## src/inc/t8ccu_defs.vh

```
// t8ccu_defs.vh: register map, field positions, mode codes and reset values
// for the 8-bit timer/counter with one compare unit.
// assumes an apb slave with 32-bit data, one aligned word per register.
`ifndef T8CCU_DEFS_VH
`define T8CCU_DEFS_VH

// register byte addresses
`define T8_ADDR_CTRL 12'h000
`define T8_ADDR_CNT 12'h004
`define T8_ADDR_CMP 12'h008
`define T8_ADDR_FLAG 12'h00c
`define T8_ADDR_MASK 12'h010
`define T8_ADDR_ASYNC 12'h014
`define T8_ADDR_STAT 12'h018

// control register fields
`define T8_CS_LSB 0
`define T8_CS_MSB 2
`define T8_WGM_LSB 3
`define T8_WGM_MSB 4
`define T8_COM_LSB 5
`define T8_COM_MSB 6
`define T8_FOC_BIT 7
`define T8_DDR_BIT 8
`define T8_PORT_BIT 9

// flag and mask bits
`define T8_OVF_BIT 0
`define T8_OCF_BIT 1

// status register bits
`define T8_DIR_BIT 0
`define T8_OC_BIT 1
`define T8_TOP_BIT 2
`define T8_BOT_BIT 3

// waveform modes
`define T8_WGM_NORMAL 2'h0
`define T8_WGM_PCPWM 2'h1
`define T8_WGM_CTC 2'h2
`define T8_WGM_FAST 2'h3

// output actions
`define T8_COM_NONE 2'h0
`define T8_COM_TOGGLE 2'h1
`define T8_COM_CLEAR 2'h2
`define T8_COM_SET 2'h3

// clock selects
`define T8_CS_STOP 3'h0
`define T8_CS_DIRECT 3'h1

// count extremes and reset values
`define T8_MAX 8'hff
`define T8_BOTTOM 8'h00
`define T8_ONE 8'h01
`define T8_RESET8 8'h00
`define T8_RESET32 32'h0000_0000

`endif

```

## src/hdl/t8ccu_timer.v

```verilog
// t8ccu_timer.v: 8-bit bidirectional timer/counter with one output compare
// unit, compare-match output pin override and an apb register slave.
// assumes prescaler taps come from outside on sys_clk_in as one-cycle ticks;
// the oscillator input arrives on a pin and is resynchronised here.
`timescale 1ns/1ps
`include "t8ccu_defs.vh"

module t8ccu_timer (
  input wire sys_clk_in,
  input wire rst_in,
  input wire [11:0] paddr_in,
  input wire psel_in,
  input wire penable_in,
  input wire pwrite_in,
  input wire [31:0] pwdata_in,
  input wire [3:0] pstrb_in,
  output reg [31:0] prdata_out,
  output reg pready_out,
  output reg pslverr_out,
  input wire [7:1] prescale_tick_in,
  input wire oscillator_pin_one_in,
  input wire compare_irq_ack_in,
  input wire overflow_irq_ack_in,
  output reg compare_output_out,
  output reg compare_output_oe_out,
  output reg compare_irq_out,
  output reg overflow_irq_out
);

  // software-visible state
  reg [2:0] clock_source_select_q;   // timer clock choice
  reg [1:0] waveform_mode_field_q;   // counting sequence
  reg [1:0] output_action_field_q;   // compare output action
  reg output_pin_direction_bit_q;    // pin drives when set
  reg port_value_q;                  // general port output value
  reg async_clock_enable_q;          // oscillator clocks the timer
  reg compare_irq_enable_q;          // compare interrupt mask
  reg overflow_irq_enable_q;         // overflow interrupt mask
  reg compare_match_flag_q;          // sticky compare event
  reg overflow_flag_q;               // sticky overflow event
  // counter and compare path
  reg [7:0] counter_value_q;         // the count
  reg count_down_q;                  // dual-slope direction
  reg [7:0] compare_value_q;         // active compare register
  reg [7:0] compare_buffer_q;        // cpu side buffer in pwm modes
  reg compare_state_q;               // internal compare output state
  reg block_match_q;                 // match blocked until next tick
  reg match_pending_q;               // match waiting to set the flag
  // oscillator pin synchroniser, three stages
  reg osc_s1_q;
  reg osc_s2_q;
  reg osc_s3_q;
  reg osc_prev_q;                    // last agreed level

  // register map, one aligned 32-bit word each, data in the low bits:
  //   0x00 control: clock select [2:0], waveform mode [4:3], output action [6:5],
  //        force strobe [7] (write only, reads zero), direction bit [8], port value [9]
  //   0x04 counter value, readable and writable whether or not the timer runs
  //   0x08 compare value; in pwm modes this reaches the buffer copy instead
  //   0x0c flags: overflow [0], compare match [1]; writing one clears a flag
  //   0x10 interrupt enables: overflow [0], compare match [1]
  //   0x14 async clock enable [0]
  //   0x18 status, read only: direction [0], output state [1], at max [2], at bottom [3]
  // any other address answers with pslverr, ignores writes and reads zero.
  //
  // bus timing: read data is latched in the setup cycle and held through the
  // access phase; pready rises one cycle into the access phase, and a write
  // takes effect only at the edge where pready is seen high, so a held request
  // never applies a write twice. the force strobe depends on that, since a
  // second application would toggle the output back.
  // apb decode
  wire apb_access = psel_in & penable_in;
  wire apb_wr = apb_access & pready_out & pwrite_in & pstrb_in[0]; // write lands on the ready edge only
  wire wr_ctrl = apb_wr & (paddr_in == `T8_ADDR_CTRL);
  wire wr_cnt = apb_wr & (paddr_in == `T8_ADDR_CNT);
  wire wr_cmp = apb_wr & (paddr_in == `T8_ADDR_CMP);
  wire wr_flag = apb_wr & (paddr_in == `T8_ADDR_FLAG);
  wire wr_mask = apb_wr & (paddr_in == `T8_ADDR_MASK);
  wire wr_async = apb_wr & (paddr_in == `T8_ADDR_ASYNC);
  wire addr_ok = (paddr_in == `T8_ADDR_CTRL) | (paddr_in == `T8_ADDR_CNT) |
                 (paddr_in == `T8_ADDR_CMP) | (paddr_in == `T8_ADDR_FLAG) |
                 (paddr_in == `T8_ADDR_MASK) | (paddr_in == `T8_ADDR_ASYNC) |
                 (paddr_in == `T8_ADDR_STAT);

  // mode decode
  wire pwm_mode = (waveform_mode_field_q == `T8_WGM_PCPWM) |
                  (waveform_mode_field_q == `T8_WGM_FAST);
  wire at_max = (counter_value_q == `T8_MAX);
  wire at_bottom = (counter_value_q == `T8_BOTTOM);
  wire match = (counter_value_q == compare_value_q);

  // three stages on the oscillator pin; a level counts only once the second and
  // third stage agree, and osc_prev_q keeps the last agreed level so that each
  // rising edge gives exactly one tick.
  // oscillator edge: second and third stage agree on a new level
  wire osc_agree = (osc_s2_q == osc_s3_q);
  wire osc_rise = osc_agree & osc_s3_q & ~osc_prev_q;

  // the timer clock is a one-cycle enable on sys_clk_in rather than a real clock,
  // so every register stays in one domain. select zero gives no ticks at all;
  // select one ticks every cycle; higher selects take the matching prescaler tap.
  // with the async enable set, each agreed rising edge of the oscillator pin is
  // the tick whatever nonzero select is chosen, and the prescaler is bypassed.
  // hazard: the oscillator must stay well below half the system clock, or edges
  // are lost in the synchroniser.
  // timer clock tick selection
  reg tick;
  always @* begin
    tick = 1'b0;
    if (clock_source_select_q == `T8_CS_STOP) begin
      tick = 1'b0;
    end else if (async_clock_enable_q) begin
      tick = osc_rise;
    end else if (clock_source_select_q == `T8_CS_DIRECT) begin
      tick = 1'b1;
    end else begin
      tick = prescale_tick_in[clock_source_select_q];
    end
  end

  // next counter value and direction per mode
  reg [7:0] cnt_next;
  reg dir_next;
  reg ovf_event;
  reg cmp_reload;
  always @* begin
    cnt_next = counter_value_q + `T8_ONE;
    dir_next = count_down_q;
    ovf_event = 1'b0;
    cmp_reload = 1'b0;
    case (waveform_mode_field_q)
      `T8_WGM_NORMAL: begin
        dir_next = 1'b0;
        ovf_event = at_max;
      end
      `T8_WGM_CTC: begin
        dir_next = 1'b0;
        if (match) begin
          cnt_next = `T8_BOTTOM;
        end
        ovf_event = at_max;
      end
      `T8_WGM_FAST: begin
        dir_next = 1'b0;
        ovf_event = at_max;
        cmp_reload = at_max;
      end
      `T8_WGM_PCPWM: begin
        if (at_max) begin
          dir_next = 1'b1;
        end else if (at_bottom) begin
          dir_next = 1'b0;
        end
        cnt_next = dir_next ? (counter_value_q - `T8_ONE) : (counter_value_q + `T8_ONE);
        ovf_event = at_bottom & count_down_q;
        cmp_reload = at_max;
      end
      default: begin
        dir_next = 1'b0;
      end
    endcase
  end

  // the action field is read as it stands, so a new setting applies at the next
  // match. a force strobe written together with a new action field still uses
  // the old one; software writes the action first and then forces. in pwm modes
  // the strobe is ignored.
  // compare output action on a match or force
  wire real_match = tick & match & ~block_match_q;
  wire force_cmp = wr_ctrl & pwdata_in[`T8_FOC_BIT] & ~pwm_mode;
  reg oc_next;
  always @* begin
    oc_next = compare_state_q;
    if (output_action_field_q == `T8_COM_NONE) begin
      oc_next = compare_state_q;
    end else if (!pwm_mode) begin
      if (real_match | force_cmp) begin
        case (output_action_field_q)
          `T8_COM_TOGGLE: oc_next = ~compare_state_q;
          `T8_COM_CLEAR: oc_next = 1'b0;
          `T8_COM_SET: oc_next = 1'b1;
          default: oc_next = compare_state_q;
        endcase
      end
    end else if (output_action_field_q == `T8_COM_TOGGLE) begin
      if (real_match) begin
        oc_next = ~compare_state_q;
      end
    end else if (waveform_mode_field_q == `T8_WGM_FAST) begin
      // non-inverted clears on match, sets at bottom; inverted opposite
      if (real_match) begin
        oc_next = (output_action_field_q == `T8_COM_SET);
      end else if (tick & at_max) begin
        oc_next = (output_action_field_q == `T8_COM_CLEAR);
      end
    end else begin
      // phase correct: up-count match clears (non-inverted), down sets
      if (real_match) begin
        oc_next = (output_action_field_q == `T8_COM_SET) ^ count_down_q;
      end
    end
  end

  // oscillator pin synchroniser
  always @(posedge sys_clk_in) begin
    if (rst_in) begin
      osc_s1_q <= 1'b0;
      osc_s2_q <= 1'b0;
      osc_s3_q <= 1'b0;
      osc_prev_q <= 1'b0;
    end else begin
      osc_s1_q <= oscillator_pin_one_in;
      osc_s2_q <= osc_s1_q;
      osc_s3_q <= osc_s2_q;
      if (osc_agree) begin
        osc_prev_q <= osc_s3_q;
      end
    end
  end

  // configuration registers
  always @(posedge sys_clk_in) begin
    if (rst_in) begin
      clock_source_select_q <= `T8_CS_STOP;
      waveform_mode_field_q <= `T8_WGM_NORMAL;
      output_action_field_q <= `T8_COM_NONE;
      output_pin_direction_bit_q <= 1'b0;
      port_value_q <= 1'b0;
      async_clock_enable_q <= 1'b0;
      compare_irq_enable_q <= 1'b0;
      overflow_irq_enable_q <= 1'b0;
    end else begin
      if (wr_ctrl) begin
        clock_source_select_q <= pwdata_in[`T8_CS_MSB:`T8_CS_LSB];
        waveform_mode_field_q <= pwdata_in[`T8_WGM_MSB:`T8_WGM_LSB];
        output_action_field_q <= pwdata_in[`T8_COM_MSB:`T8_COM_LSB];
        output_pin_direction_bit_q <= pwdata_in[`T8_DDR_BIT];
        port_value_q <= pwdata_in[`T8_PORT_BIT];
      end
      if (wr_async) begin
        async_clock_enable_q <= pwdata_in[0];
      end
      if (wr_mask) begin
        overflow_irq_enable_q <= pwdata_in[`T8_OVF_BIT];
        compare_irq_enable_q <= pwdata_in[`T8_OCF_BIT];
      end
    end
  end

  // a cpu write to the counter wins over any tick in the same cycle and arms
  // the match block, which lasts until the next tick, so a stopped timer keeps
  // its block. the compare flag is set one tick after the match through
  // match_pending_q. where a hardware set and a clear land in one cycle the set
  // wins, so no event is lost. limitation: a counter write of the compare value
  // hides that match, and a counter write in the same cycle as an overflow tick hides
  // that overflow; software has to avoid both.
  // counter, compare registers, flags
  always @(posedge sys_clk_in) begin
    if (rst_in) begin
      counter_value_q <= `T8_RESET8;
      count_down_q <= 1'b0;
      compare_value_q <= `T8_RESET8;
      compare_buffer_q <= `T8_RESET8;
      compare_state_q <= 1'b0;
      block_match_q <= 1'b0;
      match_pending_q <= 1'b0;
      compare_match_flag_q <= 1'b0;
      overflow_flag_q <= 1'b0;
    end else begin
      compare_state_q <= oc_next;
      if (wr_cnt) begin
        counter_value_q <= pwdata_in[7:0];
        block_match_q <= 1'b1;
      end else if (tick) begin
        counter_value_q <= cnt_next;
        count_down_q <= dir_next;
        block_match_q <= 1'b0;
      end
      // buffered or direct compare writes
      if (wr_cmp & ~pwm_mode) begin
        compare_value_q <= pwdata_in[7:0];
        compare_buffer_q <= pwdata_in[7:0];
      end else if (wr_cmp) begin
        compare_buffer_q <= pwdata_in[7:0];
      end
      if (pwm_mode & tick & cmp_reload) begin
        compare_value_q <= compare_buffer_q;
      end
      // match sets the flag on the following tick
      if (tick) begin
        match_pending_q <= real_match;
      end
      // set beats clear for both flags
      if (tick & match_pending_q) begin
        compare_match_flag_q <= 1'b1;
      end else if (compare_irq_ack_in | (wr_flag & pwdata_in[`T8_OCF_BIT])) begin
        compare_match_flag_q <= 1'b0;
      end
      if (tick & ovf_event & ~wr_cnt) begin
        overflow_flag_q <= 1'b1;
      end else if (overflow_irq_ack_in | (wr_flag & pwdata_in[`T8_OVF_BIT])) begin
        overflow_flag_q <= 1'b0;
      end
    end
  end

  // the pin value is the next output state when any action bit is set, so the
  // pin and the internal state change on the same edge; with action zero the
  // port value bit shows instead. the pin enable follows the direction bit in
  // every mode. interrupt lines are flag and enable, one cycle late.
  // pin, interrupt and apb outputs, all registered
  always @(posedge sys_clk_in) begin
    if (rst_in) begin
      compare_output_out <= 1'b0;
      compare_output_oe_out <= 1'b0;
      compare_irq_out <= 1'b0;
      overflow_irq_out <= 1'b0;
      prdata_out <= `T8_RESET32;
      pready_out <= 1'b0;
      pslverr_out <= 1'b0;
    end else begin
      // port override when either action bit set
      compare_output_out <= (output_action_field_q != `T8_COM_NONE) ? oc_next : port_value_q;
      compare_output_oe_out <= output_pin_direction_bit_q;
      compare_irq_out <= compare_irq_enable_q & compare_match_flag_q;
      overflow_irq_out <= overflow_irq_enable_q & overflow_flag_q;
      // one wait state: pready rises in the second access cycle
      pready_out <= apb_access & ~pready_out;
      pslverr_out <= apb_access & ~pready_out & ~addr_ok;
      prdata_out <= `T8_RESET32;
      if (psel_in & ~penable_in & ~pwrite_in) begin
        case (paddr_in)
          `T8_ADDR_CTRL: prdata_out <= {22'h0, port_value_q, output_pin_direction_bit_q, 1'b0,
                                        output_action_field_q, waveform_mode_field_q, clock_source_select_q};
          `T8_ADDR_CNT: prdata_out <= {24'h0, counter_value_q};
          `T8_ADDR_CMP: prdata_out <= {24'h0, pwm_mode ? compare_buffer_q : compare_value_q};
          `T8_ADDR_FLAG: prdata_out <= {30'h0, compare_match_flag_q, overflow_flag_q};
          `T8_ADDR_MASK: prdata_out <= {30'h0, compare_irq_enable_q, overflow_irq_enable_q};
          `T8_ADDR_ASYNC: prdata_out <= {31'h0, async_clock_enable_q};
          `T8_ADDR_STAT: prdata_out <= {28'h0, at_bottom, at_max, compare_state_q, count_down_q};
          default: prdata_out <= `T8_RESET32;
        endcase
      end else if (apb_access) begin
        prdata_out <= prdata_out;
      end
    end
  end

endmodule // t8ccu_timer

```

## config.mk

```make
export PLATFORM = sky130hd
export DESIGN_NAME = t8ccu_timer
export DESIGN_NICKNAME = d
export VERILOG_FILES = /design/src/hdl/t8ccu_timer.v
export VERILOG_INCLUDE_DIRS = /design/src /design/src/inc
export SDC_FILE = /design/constraint.sdc
export NUM_CORES = 1
export LEC_CHECK = 0
export BUFFER_PORTS_ARGS = -buffer_cell sky130_fd_sc_hd__buf_2
export CORE_MARGIN = 5
export CORE_UTILIZATION = 35
export CTS_CLUSTER_DIAMETER = 100
export DETAILED_ROUTE_END_ITERATION = 8
export GPL_TIMING_DRIVEN = 0
export RECOVER_POWER = 25
export SLEW_MARGIN = 20
export SYNTH_ARGS = -nofsm -noshare
export SYNTH_HDL_FRONTEND = slang
export SYNTH_SLANG_ARGS = --single-unit
```

## constraint.sdc

```tcl
create_clock -name sys_clk_in -period 3.5 [get_ports sys_clk_in]
set_input_delay 0.7 -clock sys_clk_in [delete_from_list [all_inputs] [get_ports sys_clk_in]]
set_output_delay 0.7 -clock sys_clk_in [all_outputs]
set_load 0.01 [all_outputs]
```

# == Yosys cells after proc, flatten, opt, wreduce, memory -nomap -nowiden ==
# Cells that the tools add are included.
# word_totals
wordCells,155
ff_bits,84
in_bits,63
out_inout_bits,38
# classes
n_eq_ne,17
add_sub_neg,2
muxes,41
reduce_logical,14
n_lt_le_gt_ge,1
n_bitwise,52
# ops
operator,count
$mux W8,9
$pmux W10 S7,1
$mux W32,2
$eq A12 B5 Y1 const B,3
$and A1 B1 Y1,32
$eq A12 B4 Y1 const B,2
$mux W1,24
$pmux W8 S2,1
$eq A12 B3 Y1 const B,1
$logic_not A12 Y1,1
$reduce_bool A2 Y1,6
$or A1 B1 Y1,10
$not A1 Y1,9
$add A8 B1 Y8 const B,1
$eq A2 B2 Y1 const B,4
$eq A8 B8 Y1,1
$eq A8 B8 Y1 const B,1
$logic_not A8 Y1,1
$sub A8 B1 Y8 const B,1
$eq A2 B1 Y1 const B,2
$logic_not A2 Y1,2
$lt A3 B4 Y1 const B,1
$pmux W1 S2,2
$bmux W1 S3,1
other kinds (9),9

# == Longest topological paths before layout ==
# Gate-level depths: netlist of the first run.
# logic_depth
depth_word,13
mapped_depth,11
ltp_nobuf,9

# == Worst setup path after synthesis of the first run ==
# Ideal clock, no wire load.
# synth_path
kind,input to register
startpoint,in paddr_in[8]
endpoint,reg compare_value_q[2]
path_slack_ps,1001
setup_time_ps,128
required_time_ps,3372
arrival_ps,2372
cell_stages,9
n_path_buf,2
path_cell_list,nor4_1 -> nand3_1 -> nor4_1 -> buf_2 -> and2_1 -> buf_2 -> mux2_2 -> mux2i_1 -> nor2_1
# synth_between
elab_chain_cells,4
# synth_rtl
item,line_no,source
start: declaration,t8ccu_timer.v:11,"input wire [11:0] paddr_in,"
$eq A12 B4 Y1,-,
$and A1 B1 Y1,t8ccu_timer.v:76,wire wr_cmp = apb_wr & (paddr_in == `T8_ADDR_CMP);
$and A1 B1 Y1,t8ccu_timer.v:280,if (wr_cmp & ~pwm_mode) begin
$reduce_bool A2 Y1 (no source line),-,
end signal: assignment,t8ccu_timer.v:262,compare_value_q <= `T8_RESET8;
end signal: assignment,t8ccu_timer.v:281,compare_value_q <= pwdata_in[7:0];
end signal: assignment,t8ccu_timer.v:287,compare_value_q <= compare_buffer_q;
end: declaration,t8ccu_timer.v:44,reg [7:0] compare_value_q;
# Every way passes these cells.
# A chain may end at the register's enable or synchronous reset.

# == Worst setup path in the final report of the first run ==
# layout_path
startpoint,reg waveform_mode_field_q[1]
endpoint,reg prdata_out[0]
# layout_between
elab_chain_cells,5
word_cells_on_any_way,6
classes_between,2 x eq/ne; 3 x mux; 1 x bitwise
# layout_rtl
item,line_no,source
start: declaration,t8ccu_timer.v:32,reg [1:0] waveform_mode_field_q;
start signal: assignment,t8ccu_timer.v:225,waveform_mode_field_q <= `T8_WGM_NORMAL;
start signal: assignment,t8ccu_timer.v:235,waveform_mode_field_q <= pwdata_in[`T8_WGM_MSB:`T8_WGM_LSB];
$eq A2 B1 Y1 / $eq A2 B2 Y1 (equally long branches),-,
$or A1 B1 Y1 *,t8ccu_timer.v:86,wire pwm_mode = (waveform_mode_field_q == `T8_WGM_PCPWM) |
$mux W8 *,t8ccu_timer.v:336,"`T8_ADDR_CMP: prdata_out <= {24'h0, pwm_mode ? compare_buffer_q : compare_value_q};"
$pmux W10 S7 *,t8ccu_timer.v:332,case (paddr_in)
$mux W32 *,t8ccu_timer.v:331,if (psel_in & ~penable_in & ~pwrite_in) begin
end signal: assignment,t8ccu_timer.v:333,"`T8_ADDR_CTRL: prdata_out <= {22'h0, port_value_q, output_pin_direction_bit_q, 1'b0,"
end signal: assignment,t8ccu_timer.v:336,
end signal: assignment,t8ccu_timer.v:337,"`T8_ADDR_FLAG: prdata_out <= {30'h0, compare_match_flag_q, overflow_flag_q};"
end: declaration,t8ccu_timer.v:17,"output reg [31:0] prdata_out,"
# Every way passes the cells marked *; elsewhere a longest branch is shown, timed or not.

==> summary.txt, run 1 <==
Power
  – Max VDD drop: 151 µV
  – P_leak: 0.00181 µW
  – Total Power: 1560 µW
  – Pwr Density: 343 nW/µm²

Global route
  – Met1 usage: 24.3%
  – M2 GR Usage: 29.8%
  – Met3 usage: 3.32%
  – Grt peak-use layer: met2
  – First-pass GRT wire length: 18900 µm
  – Initial antenna violation count: 0
  – Pin count of the biggest net entering global routing: 13
  – Vias in the first global route: 3541
  – Total track usage: 18.5%
  – Grt ovf: 0

Clock network
  – Root Buffer: clkbuf_8
  – CTS buffer count: 9
  – CTS tree: done
  – Cts repair resizes: 0
  – Sinks on Clock Net: 62
  – Hold_buf cts: 0
  – CTS Buffer Depth: 2
  – Reg clk slew, reported paths: 0.08 ns
  – # H-tree levels: 3
  – Worst-skew pair later-pin latency: 0.35 ns
  – Setup bufs post-CTS: 0

Logic synthesis
  – Area contributors post-synth: dfxtp_1 (32%), mux2i_1 (9.1%), nor2_1 (5.5%)
  – Netlist cell types: 61
  – Ys Warns: 0
  – Mapped Cells: 467
  – Share of the synthesized area in the top cell type: 32.2%
  – Most used DFF post-synth: dfxtp_1
  – Register area share after synthesis: 32.2%
  – Syn avg cell area: 8.24 µm²
  – EDFF count, synth: 0
  – Synth async-reset ratio: 0%
  – Synth area leader: dfxtp_1
  – Post-synthesis cell area: 3850 µm²
  – Post-synthesis register bit count: 62

Setup path
  – Slowest cell on crit path: clkbuf_1
  – RR Endpoint: prdata_out[0]$_SDFFE_PP0P_
  – Crit-path cells: inv_1, ha_1, buf_2, nor2_1, clkbuf_1, mux2i_1, o21ai_0, a22oi_1, o21ai_0, a22oi_1, nor2_1
  – Arrival time of the worst setup path: 3.17 ns
  – CP endpoint: prdata_out[0]$_SDFFE_PP0P_
  – Crit path kind: register to register
  – Critical path depth in cells: 11
  – CP endpoint kind: register
  – CP Launch Type: register
  – Reg2Reg Depth: 11
  – Worst reg2reg startpoint: waveform_mode_field_q[1]$_SDFFE_PP0N_
  – Max incr delay on CP: 0.53 ns
  – Launch point of the worst path: waveform_mode_field_q[1]$_SDFFE_PP0N_
  – R2R setup slack: 0.56 ns
  – Kind of cell adding the most delay to the critical path: buffers and inverters
  – Worst Path Buf+Inv: 3
  – CP max FO: 10
  – Required @ worst endpoint: 3.73 ns

STA
  – Final min period: 2.94 ns
  – Hold slack: 0.438 ns
  – Max Slew Vio Count: 0
  – Fin crit share: 84.1%
  – RSZ-0062 raised after global routing: false
  – Slew @ Worst Pin: 0.754 ns
  – Worst-case clock skew: 0.0119 ns
  – Final setup TNS: 0 ns
  – Final Hold Viols: 0
  – Max Clk Rate: 340 MHz
  – Worst slew margin: 49.7%
  – Final setup vio count: 0

Flow run
  – Max Cap Violations: 0

Cells and area
  – Nets: 618
  – Antenna Cells: 0
  – Fill cells: 1094
  – Layout cells sized above 1: 19.0%
  – Commonest cells after routing, fill and taps aside: dfxtp_1 (62), nor2_1 (56), buf_2 (44), clkbuf_1 (37), mux2i_1 (35)
  – Final core occ: 42.2%
  – Commonest non-fill, non-tap cell in the layout: dfxtp_1
  – Area grow syn2layout: 18.4%

Routing
  – Post-detailed-route count of antenna-violating nets: 0
  – Routed WL: 12000 µm
  – Initial drt markers: 319
  – Vias: 3681
  – Vias per std cell: 5.30
  – Residual DRC count: 0
  – DR pass1 iterations: 5
  – Routed wire per std cell: 17.3 µm

Floorplan
  – Core area: 10800 µm²
  – Die Ht: 115 µm
  – Cell row count: 38
  – # IOs: 101
  – Starting Density: 35.7%
  – Die X: 115 µm
  – Die area: 13200 µm²

Place
  – Dpl hpwl: 9100 µm
  – Port bufs: 50
  – Final GP Congestion: 0.908

Outcome
  – Status: finished clean

Min path
  – Worst hold path class: register to register
-- per-layer routing --
layer / vias to the layer above / wire [µm]
met5: - / 0
met4: 0 / 368
met3: 24 / 1020
met2: 159 / 5530
met1: 1713 / 5100
li1: 1785 / -
-- cell type report --
type,count,area [µm²],area share [%]
buffer,56,319,7.00
clock buffer,9,124,2.72
clock inverter,7,97.6,2.14
inverter,16,60.1,1.32
multi-input combinational,354,2310,50.7
sequential,62,1240,27.2
tap,140,175,3.84
timing repair buffer,50,231,5.08
-- through the flow --
step / setup slack, ns / instances / area, µm²
4_1_cts: 0.644 / 694 / 4580
2_1_floorplan: 1.00 / 488 / 3930
3_5_place_dp: 0.563 / 678 / 4350
6_report: 0.558 / 694 / 4560
5_1_grt: 0.380 / 694 / 4560
3_3_place_gp: 0.590 / 678 / 4350
-- synth_stat cells (all sizes together) (8+ instances only) --
cell	number
dfxtp	62
nor2	56
mux2i	35
buf	34
nand2	31
a21oi	23
clkbuf	22
o21ai	19
inv	16
nor3	16
a22oi	15
nor2b	14
nand3	11
xnor2	11
o22ai	9
nand4	8
-- registers in the layout, indices dropped and copies added (netlist names), 2 cells and up --
register / flops
clock_source_select_q: 3
waveform_mode_field_q: 2
compare_value_q: 8
prdata_out: 10
output_action_field_q: 2
compare_buffer_q: 8
counter_value_q: 8
-- power by group --
group | switching (µW) | total (µW) | internal (µW) | leakage, µW
Sequential | 1.80 | 710 | 708 | 0.000500
Clock | 313 | 716 | 403 | 0.000106
Combinational | 82.0 | 136 | 53.6 | 0.00120
-- worst min path at each step --
stage                        startpoint                   to  slack [ns]  cells past startpoint
floorplan           osc_s1_q$_SDFF_PP0_  osc_s2_q$_SDFF_PP0_        0.41                      1
CTS                 osc_s1_q$_SDFF_PP0_  osc_s2_q$_SDFF_PP0_        0.45                      1
global route        osc_s1_q$_SDFF_PP0_  osc_s2_q$_SDFF_PP0_        0.45                      1
finish              osc_s1_q$_SDFF_PP0_  osc_s2_q$_SDFF_PP0_        0.44                      1
global placement    osc_s1_q$_SDFF_PP0_  osc_s2_q$_SDFF_PP0_        0.42                      1
detailed placement  osc_s1_q$_SDFF_PP0_  osc_s2_q$_SDFF_PP0_        0.43                      1
-- kinds of logic (layout without fill, tap and decap cells) --
group | after synthesis | in the layout | synth area share, %
and+or+nand+nor | 169 | 169 | 22.0
AOI/OAI and AO/OA | 106 | 106 | 20.0
buffers and inverters | 72 | 138 | 9.85
DFF | 62 | 62 | 32.2
muxes | 40 | 40 | 11.0
xor gates and xnor gates | 11 | 11 | 2.89
adders and majority gates | 6 | 6 | 1.95
other | 1 | 22 | 0.0974
Power figures use the tool's default switching activity.
==> inputs of run 2 (changes only) <==
==> constraint.sdc (replaced) <==
create_clock -name sys_clk_in -period 2.48 [get_ports sys_clk_in]
set_input_delay 0.496 -clock sys_clk_in [delete_from_list [all_inputs] [get_ports sys_clk_in]]
set_output_delay 0.496 -clock sys_clk_in [all_outputs]
set_load 0.01 [all_outputs]
==> summary.txt, run 2 (synthesized netlist as in run 1, its figures left out) <==
Outcome
  – Status: finished clean

Cells and area
  – Max FFs per register: 10
  – Antenna Cells: 0
  – Area grow syn2layout: 25.0%
  – Non-filler cells, final: 710
  – Commonest non-fill, non-tap cell in the layout: dfxtp_1
  – Nets: 634
  – Top reg by flops: prdata_out
  – Design area: 4810 µm²
  – Layout cells sized above 1: 25.3%
  – Commonest cells after routing, fill and taps aside: dfxtp_1 (58), nor2_1 (55), buf_2 (41), buf_4 (40), mux2i_1 (34)

Setup path
  – Kind of cell adding the most delay to the critical path: compound AO/OA/AOI/OAI gates
  – Slowest cell on crit path: or4b_4
  – Crit-path cells: buf_8, inv_4, ha_4, or4b_4, o31ai_4, o21a_4, a221oi_4, mux2_4, a211o_1, a21oi_2
  – CP max FO: 5
  – Crit path kind: register to register
  – Worst Path Buf+Inv: 2
  – Arrival time of the worst setup path: 2.71 ns
  – CP endpoint kind: register
  – Required @ worst endpoint: 2.77 ns
  – Max incr delay on CP: 0.50 ns
  – R2R setup slack: 0.06 ns
  – CP Launch Type: register

Floorplan
  – Die area: 13200 µm²
  – Core area: 10800 µm²
  – Die Ht: 115 µm
  – # IOs: 101
  – Die X: 115 µm
  – Cell row count: 38
  – Starting Density: 35.7%

STA
  – Final Hold Viols: 0
  – Final setup vio count: 0
  – Final min period: 2.42 ns
  – Max Clk Rate: 413 MHz
  – Worst slew margin: 52.6%
  – Fin crit share: 97.7%
  – RSZ-0062 raised after global routing: true
  – Worst-case clock skew: 0.0113 ns
  – Slew @ Worst Pin: 0.711 ns
  – Max Slew Vio Count: 0
  – Min setup slack post-route: 0.0576 ns

Place
  – Area of placed instances: 4350 µm²
  – Final GP Congestion: 0.908
  – Worst slack, placed: -0.369 ns
  – Port bufs: 50
  – Dpl cells: 678
  – Dpl hpwl: 9100 µm

Power
  – Register share of total power: 45.4%
  – Pwr Density: 459 nW/µm²
  – Max VDD drop: 214 µV
  – Switching power: 562 µW
  – Sw Share: 25.4%
  – P_leak: 0.00193 µW
  – Comb pwr share: 8.9%
  – Int Pwr: 1650 µW
  – Clk pwr share: 45.7%
  – Total Power: 2210 µW

Clock network
  – Reg clk slew, reported paths: 0.08 ns
  – CTS Buffer Depth: 2
  – Worst-skew pair later-pin latency: 0.35 ns
  – Sinks on Clock Net: 62
  – CTS buffer count: 9
  – CTS tree: done
  – Hold_buf cts: 0
  – Root Buffer: clkbuf_8
  – # H-tree levels: 3

Global route
  – Grt peak-use layer: met2
  – Initial antenna violation count: 0
  – Pin count of the biggest net entering global routing: 13
  – First-pass GRT wire length: 19100 µm
  – M2 GR Usage: 30.6%
  – Met1 usage: 23.9%
  – Met3 usage: 3.37%
  – Total track usage: 18.6%
  – Vias in the first global route: 3603
  – Grt ovf: 0

Routing
  – DR pass1 iterations: 5
  – Vias per std cell: 5.30
  – Vias: 3762
  – Initial drt markers: 275
  – Routed wire per std cell: 17.2 µm
  – Routed WL: 12200 µm
  – Residual DRC count: 0
  – Post-detailed-route count of antenna-violating nets: 0

Min path
  – Worst hold path class: input pin to register

Flow run
  – Max Cap Violations: 0
run 2: cell types whose count changed in the layout (fill, tap and decap cells not counted), moves of 3 or more:
cell      before  now
buf_2         44   41
buf_4         22   40
clkbuf_1      37   32
dfxtp_1       62   58
dfxtp_2        0    4
nor3_1        16   13
nor3_2         0    3
run 2: final timing paths:
path	startpoint	to	depth (start not counted)
max	counter_value_q[0]$_SDFFE_PP0P_	counter_value_q[1]$_SDFFE_PP0P_	10
min	oscillator_pin_one_in	osc_s1_q$_SDFF_PP0_	2
max reg2reg	counter_value_q[0]$_SDFFE_PP0P_	counter_value_q[1]$_SDFFE_PP0P_	10
min reg2reg	osc_s1_q$_SDFF_PP0_	osc_s2_q$_SDFF_PP0_	1
run 2: area by class of cell:
class	instances	area, µm²
fillers	1083	5980
multi-input cells	354	2380
flip-flops and latches	62	1250
repair buffers	67	360
plain buffers	55	359
well taps	140	175
clock buffers	9	124
clock inverters	7	97.6
inverters	16	65.1
run 2: power groups by stage:
stage                     combinational (µW)  sequential [µW]  clock [µW]
after floorplan                          116             1030           0
after global placement                   186             1030           0
after detailed placement                 188             1030           0
after CTS                                189             1000        1020
after global routing                     214             1000        1070
final                                    197             1000        1010
run 2: per-stage QoR:
step | util, % | hold slack (ns) | setup TNS (ns)
final | 44.6 | 0.347 | 0
after global routing | 44.6 | 0.352 | -0.0267
after CTS | 43.3 | 0.339 | 0
after detailed placement | 40.3 | 0.430 | -2.67
after global placement | 40.3 | 0.422 | -1.97
after floorplan | - | 0.414 | 0
run 2: metal layers:
layer	part of all wire [%]	vias to the layer above
li1	-	1815
met1	42	1755
met2	46	165
met3	8.3	27
met4	3.3	0
met5	0	-
run 2: repair_timing:
item,in CTS,in global routing
pin swaps,4,14
setup endpoints to repair,15,14
buffers inserted,5,12
resized for setup,20,22
==> inputs of run 3 (changes only) <==
--- a/config.mk
+++ b/config.mk
@@ -12,6 +12,7 @@
 export CTS_CLUSTER_DIAMETER = 100
 export DETAILED_ROUTE_END_ITERATION = 8
 export GPL_TIMING_DRIVEN = 0
+export PLACE_DENSITY = 0.7
 export RECOVER_POWER = 25
 export SLEW_MARGIN = 20
 export SYNTH_ARGS = -nofsm -noshare
==> summary.txt, run 3 (synthesized netlist as in run 1, its figures left out) <==
Outcome
  – Status: finished clean

Place
  – Dpl hpwl: 9040 µm
  – Final GP Congestion: 0.943
  – Dpl cells: 678
  – Area of placed instances: 4350 µm²
  – Port bufs: 50

Setup path
  – Kind of cell adding the most delay to the critical path: compound AO/OA/AOI/OAI gates
  – CP endpoint kind: register
  – Worst reg2reg startpoint: counter_value_q[0]$_SDFFE_PP0P_
  – Reg2Reg Depth: 10
  – Worst Path Buf+Inv: 2
  – CP max FO: 7
  – Slowest cell on crit path: dfxtp_2
  – RR Endpoint: counter_value_q[5]$_SDFFE_PP0P_
  – Arrival time of the worst setup path: 2.66 ns
  – Required @ worst endpoint: 2.71 ns
  – Max incr delay on CP: 0.35 ns
  – CP Launch Type: register
  – R2R setup slack: 0.05 ns
  – Crit-path cells: ha_1, and3_1, clkbuf_1, a21oi_1, o21a_4, a221oi_4, buf_4, o22ai_1, a211oi_1, nor3_1
  – Crit path kind: register to register

Floorplan
  – Starting Density: 35.7%
  – Cell row count: 38
  – Die area: 13200 µm²
  – Die Ht: 115 µm
  – # IOs: 101
  – Core area: 10800 µm²
  – Die X: 115 µm

Power
  – Max VDD drop: 221 µV
  – P_leak: 0.00192 µW
  – Pwr Density: 419 nW/µm²
  – Register share of total power: 50.0%
  – Switching power: 543 µW
  – Clk pwr share: 40.3%
  – Int Pwr: 1460 µW
  – Sw Share: 27.1%
  – Comb pwr share: 9.7%
  – Total Power: 2010 µW

Routing
  – Initial drt markers: 422
  – DR pass1 iterations: 8
  – Routed wire per std cell: 17.3 µm
  – Vias: 3870
  – Post-detailed-route count of antenna-violating nets: 0
  – Vias per std cell: 5.44
  – Residual DRC count: 0
  – Routed WL: 12300 µm

STA
  – Fin crit share: 98.1%
  – Hold slack: 0.353 ns
  – Final setup vio count: 0
  – Slew @ Worst Pin: 0.690 ns
  – Final Hold Viols: 0
  – Worst slew margin: 54.0%
  – Final min period: 2.43 ns
  – Final setup TNS: 0 ns
  – Max Slew Vio Count: 0
  – Max Clk Rate: 411 MHz
  – Worst-case clock skew: 0.0137 ns

Cells and area
  – Antenna Cells: 0
  – Area grow syn2layout: 24.3%
  – Design area: 4780 µm²
  – Commonest non-fill, non-tap cell in the layout: dfxtp_1
  – Top reg by flops: prdata_out
  – Max FFs per register: 10
  – Layout cells sized above 1: 26.0%
  – Non-filler cells, final: 712
  – Commonest cells after routing, fill and taps aside: dfxtp_1 (56), nor2_1 (55), buf_4 (44), buf_2 (42), mux2i_1 (33)
  – Nets: 636

Global route
  – Initial antenna violation count: 0
  – Grt ovf: 0
  – Pin count of the biggest net entering global routing: 12
  – First-pass GRT wire length: 18200 µm
  – Total track usage: 17.7%
  – Vias in the first global route: 3562

Clock network
  – CTS Buffer Depth: 2
  – CTS buffer count: 9
  – Worst-skew pair later-pin latency: 0.36 ns
  – Sinks on Clock Net: 62
  – Reg clk slew, reported paths: 0.08 ns
  – # H-tree levels: 3
  – Root Buffer: clkbuf_8
  – CTS tree: done

Min path
  – Min-delay src: oscillator_pin_one_in
  – Worst hold path class: input pin to register
  – Hold Path End: osc_s1_q$_SDFF_PP0_
  – Hold Path Cell Cnt: 2

Flow run
  – Max Cap Violations: 0
[run 3: timing repair]
action	CTS	global route
setup buffers	7	10
hold buffers	0	0
endpoints found under the setup margin	15	16
pin swaps	5	6
cloned	0	1
gates resized for setup	22	20
[run 3: how the worst max path moves through the flow]
stage                                                     start                              end  slack, ns  cells past startpoint
final                           counter_value_q[0]$_SDFFE_PP0P_  counter_value_q[5]$_SDFFE_PP0P_       0.05                     10
after floorplan                 counter_value_q[0]$_SDFFE_PP0P_  counter_value_q[1]$_SDFFE_PP0P_       0.08                     10
after global placement    waveform_mode_field_q[1]$_SDFFE_PP0N_       prdata_out[0]$_SDFFE_PP0P_      -0.32                     11
after CTS                                   osc_s3_q$_SDFF_PP0_    compare_output_out$_SDFF_PP0_      0.009                      8
after detailed placement  waveform_mode_field_q[1]$_SDFFE_PP0N_       prdata_out[0]$_SDFFE_PP0P_      -0.33                     11
after global routing      clock_source_select_q[0]$_SDFFE_PP0N_  counter_value_q[0]$_SDFFE_PP0P_      -0.06                      9
[run 3: area by class of cell]
| class | count | area, µm² |
|---|---|---|
| buffer | 56 | 354 |
| clock buffer | 10 | 138 |
| clock inverter | 6 | 37.5 |
| fill | 1100 | 6010 |
| inverter | 16 | 65.1 |
| multi-input combinational | 355 | 2400 |
| sequential | 62 | 1250 |
| tap | 140 | 175 |
| timing repair buffer | 67 | 362 |
[run 3: metrics by stage]
stage,setup WS [ns],utilization (%)
floorplan,0.0814,-
global placement,-0.322,40.3
detailed placement,-0.326,40.3
CTS,0.00912,43.1
global route,-0.0558,44.3
finish,0.0469,44.3
[run 3: power groups by stage]
stage | registers [µW] | clock network [µW] | logic [µW]
floorplan | 1030 | 0 | 116
global placement | 1030 | 0 | 183
detailed placement | 1030 | 0 | 185
CTS | 1000 | 806 | 189
global route | 1000 | 856 | 210
finish | 1000 | 808 | 195
[run 3: routing by layer]
metal,up-vias,wire [µm],global-route usage [%]
li1,1833,-,-
met1,1811,5010,22.0
met2,202,5760,29.5
met3,24,1230,4.79
met4,0,273,6.18
met5,-,0,0
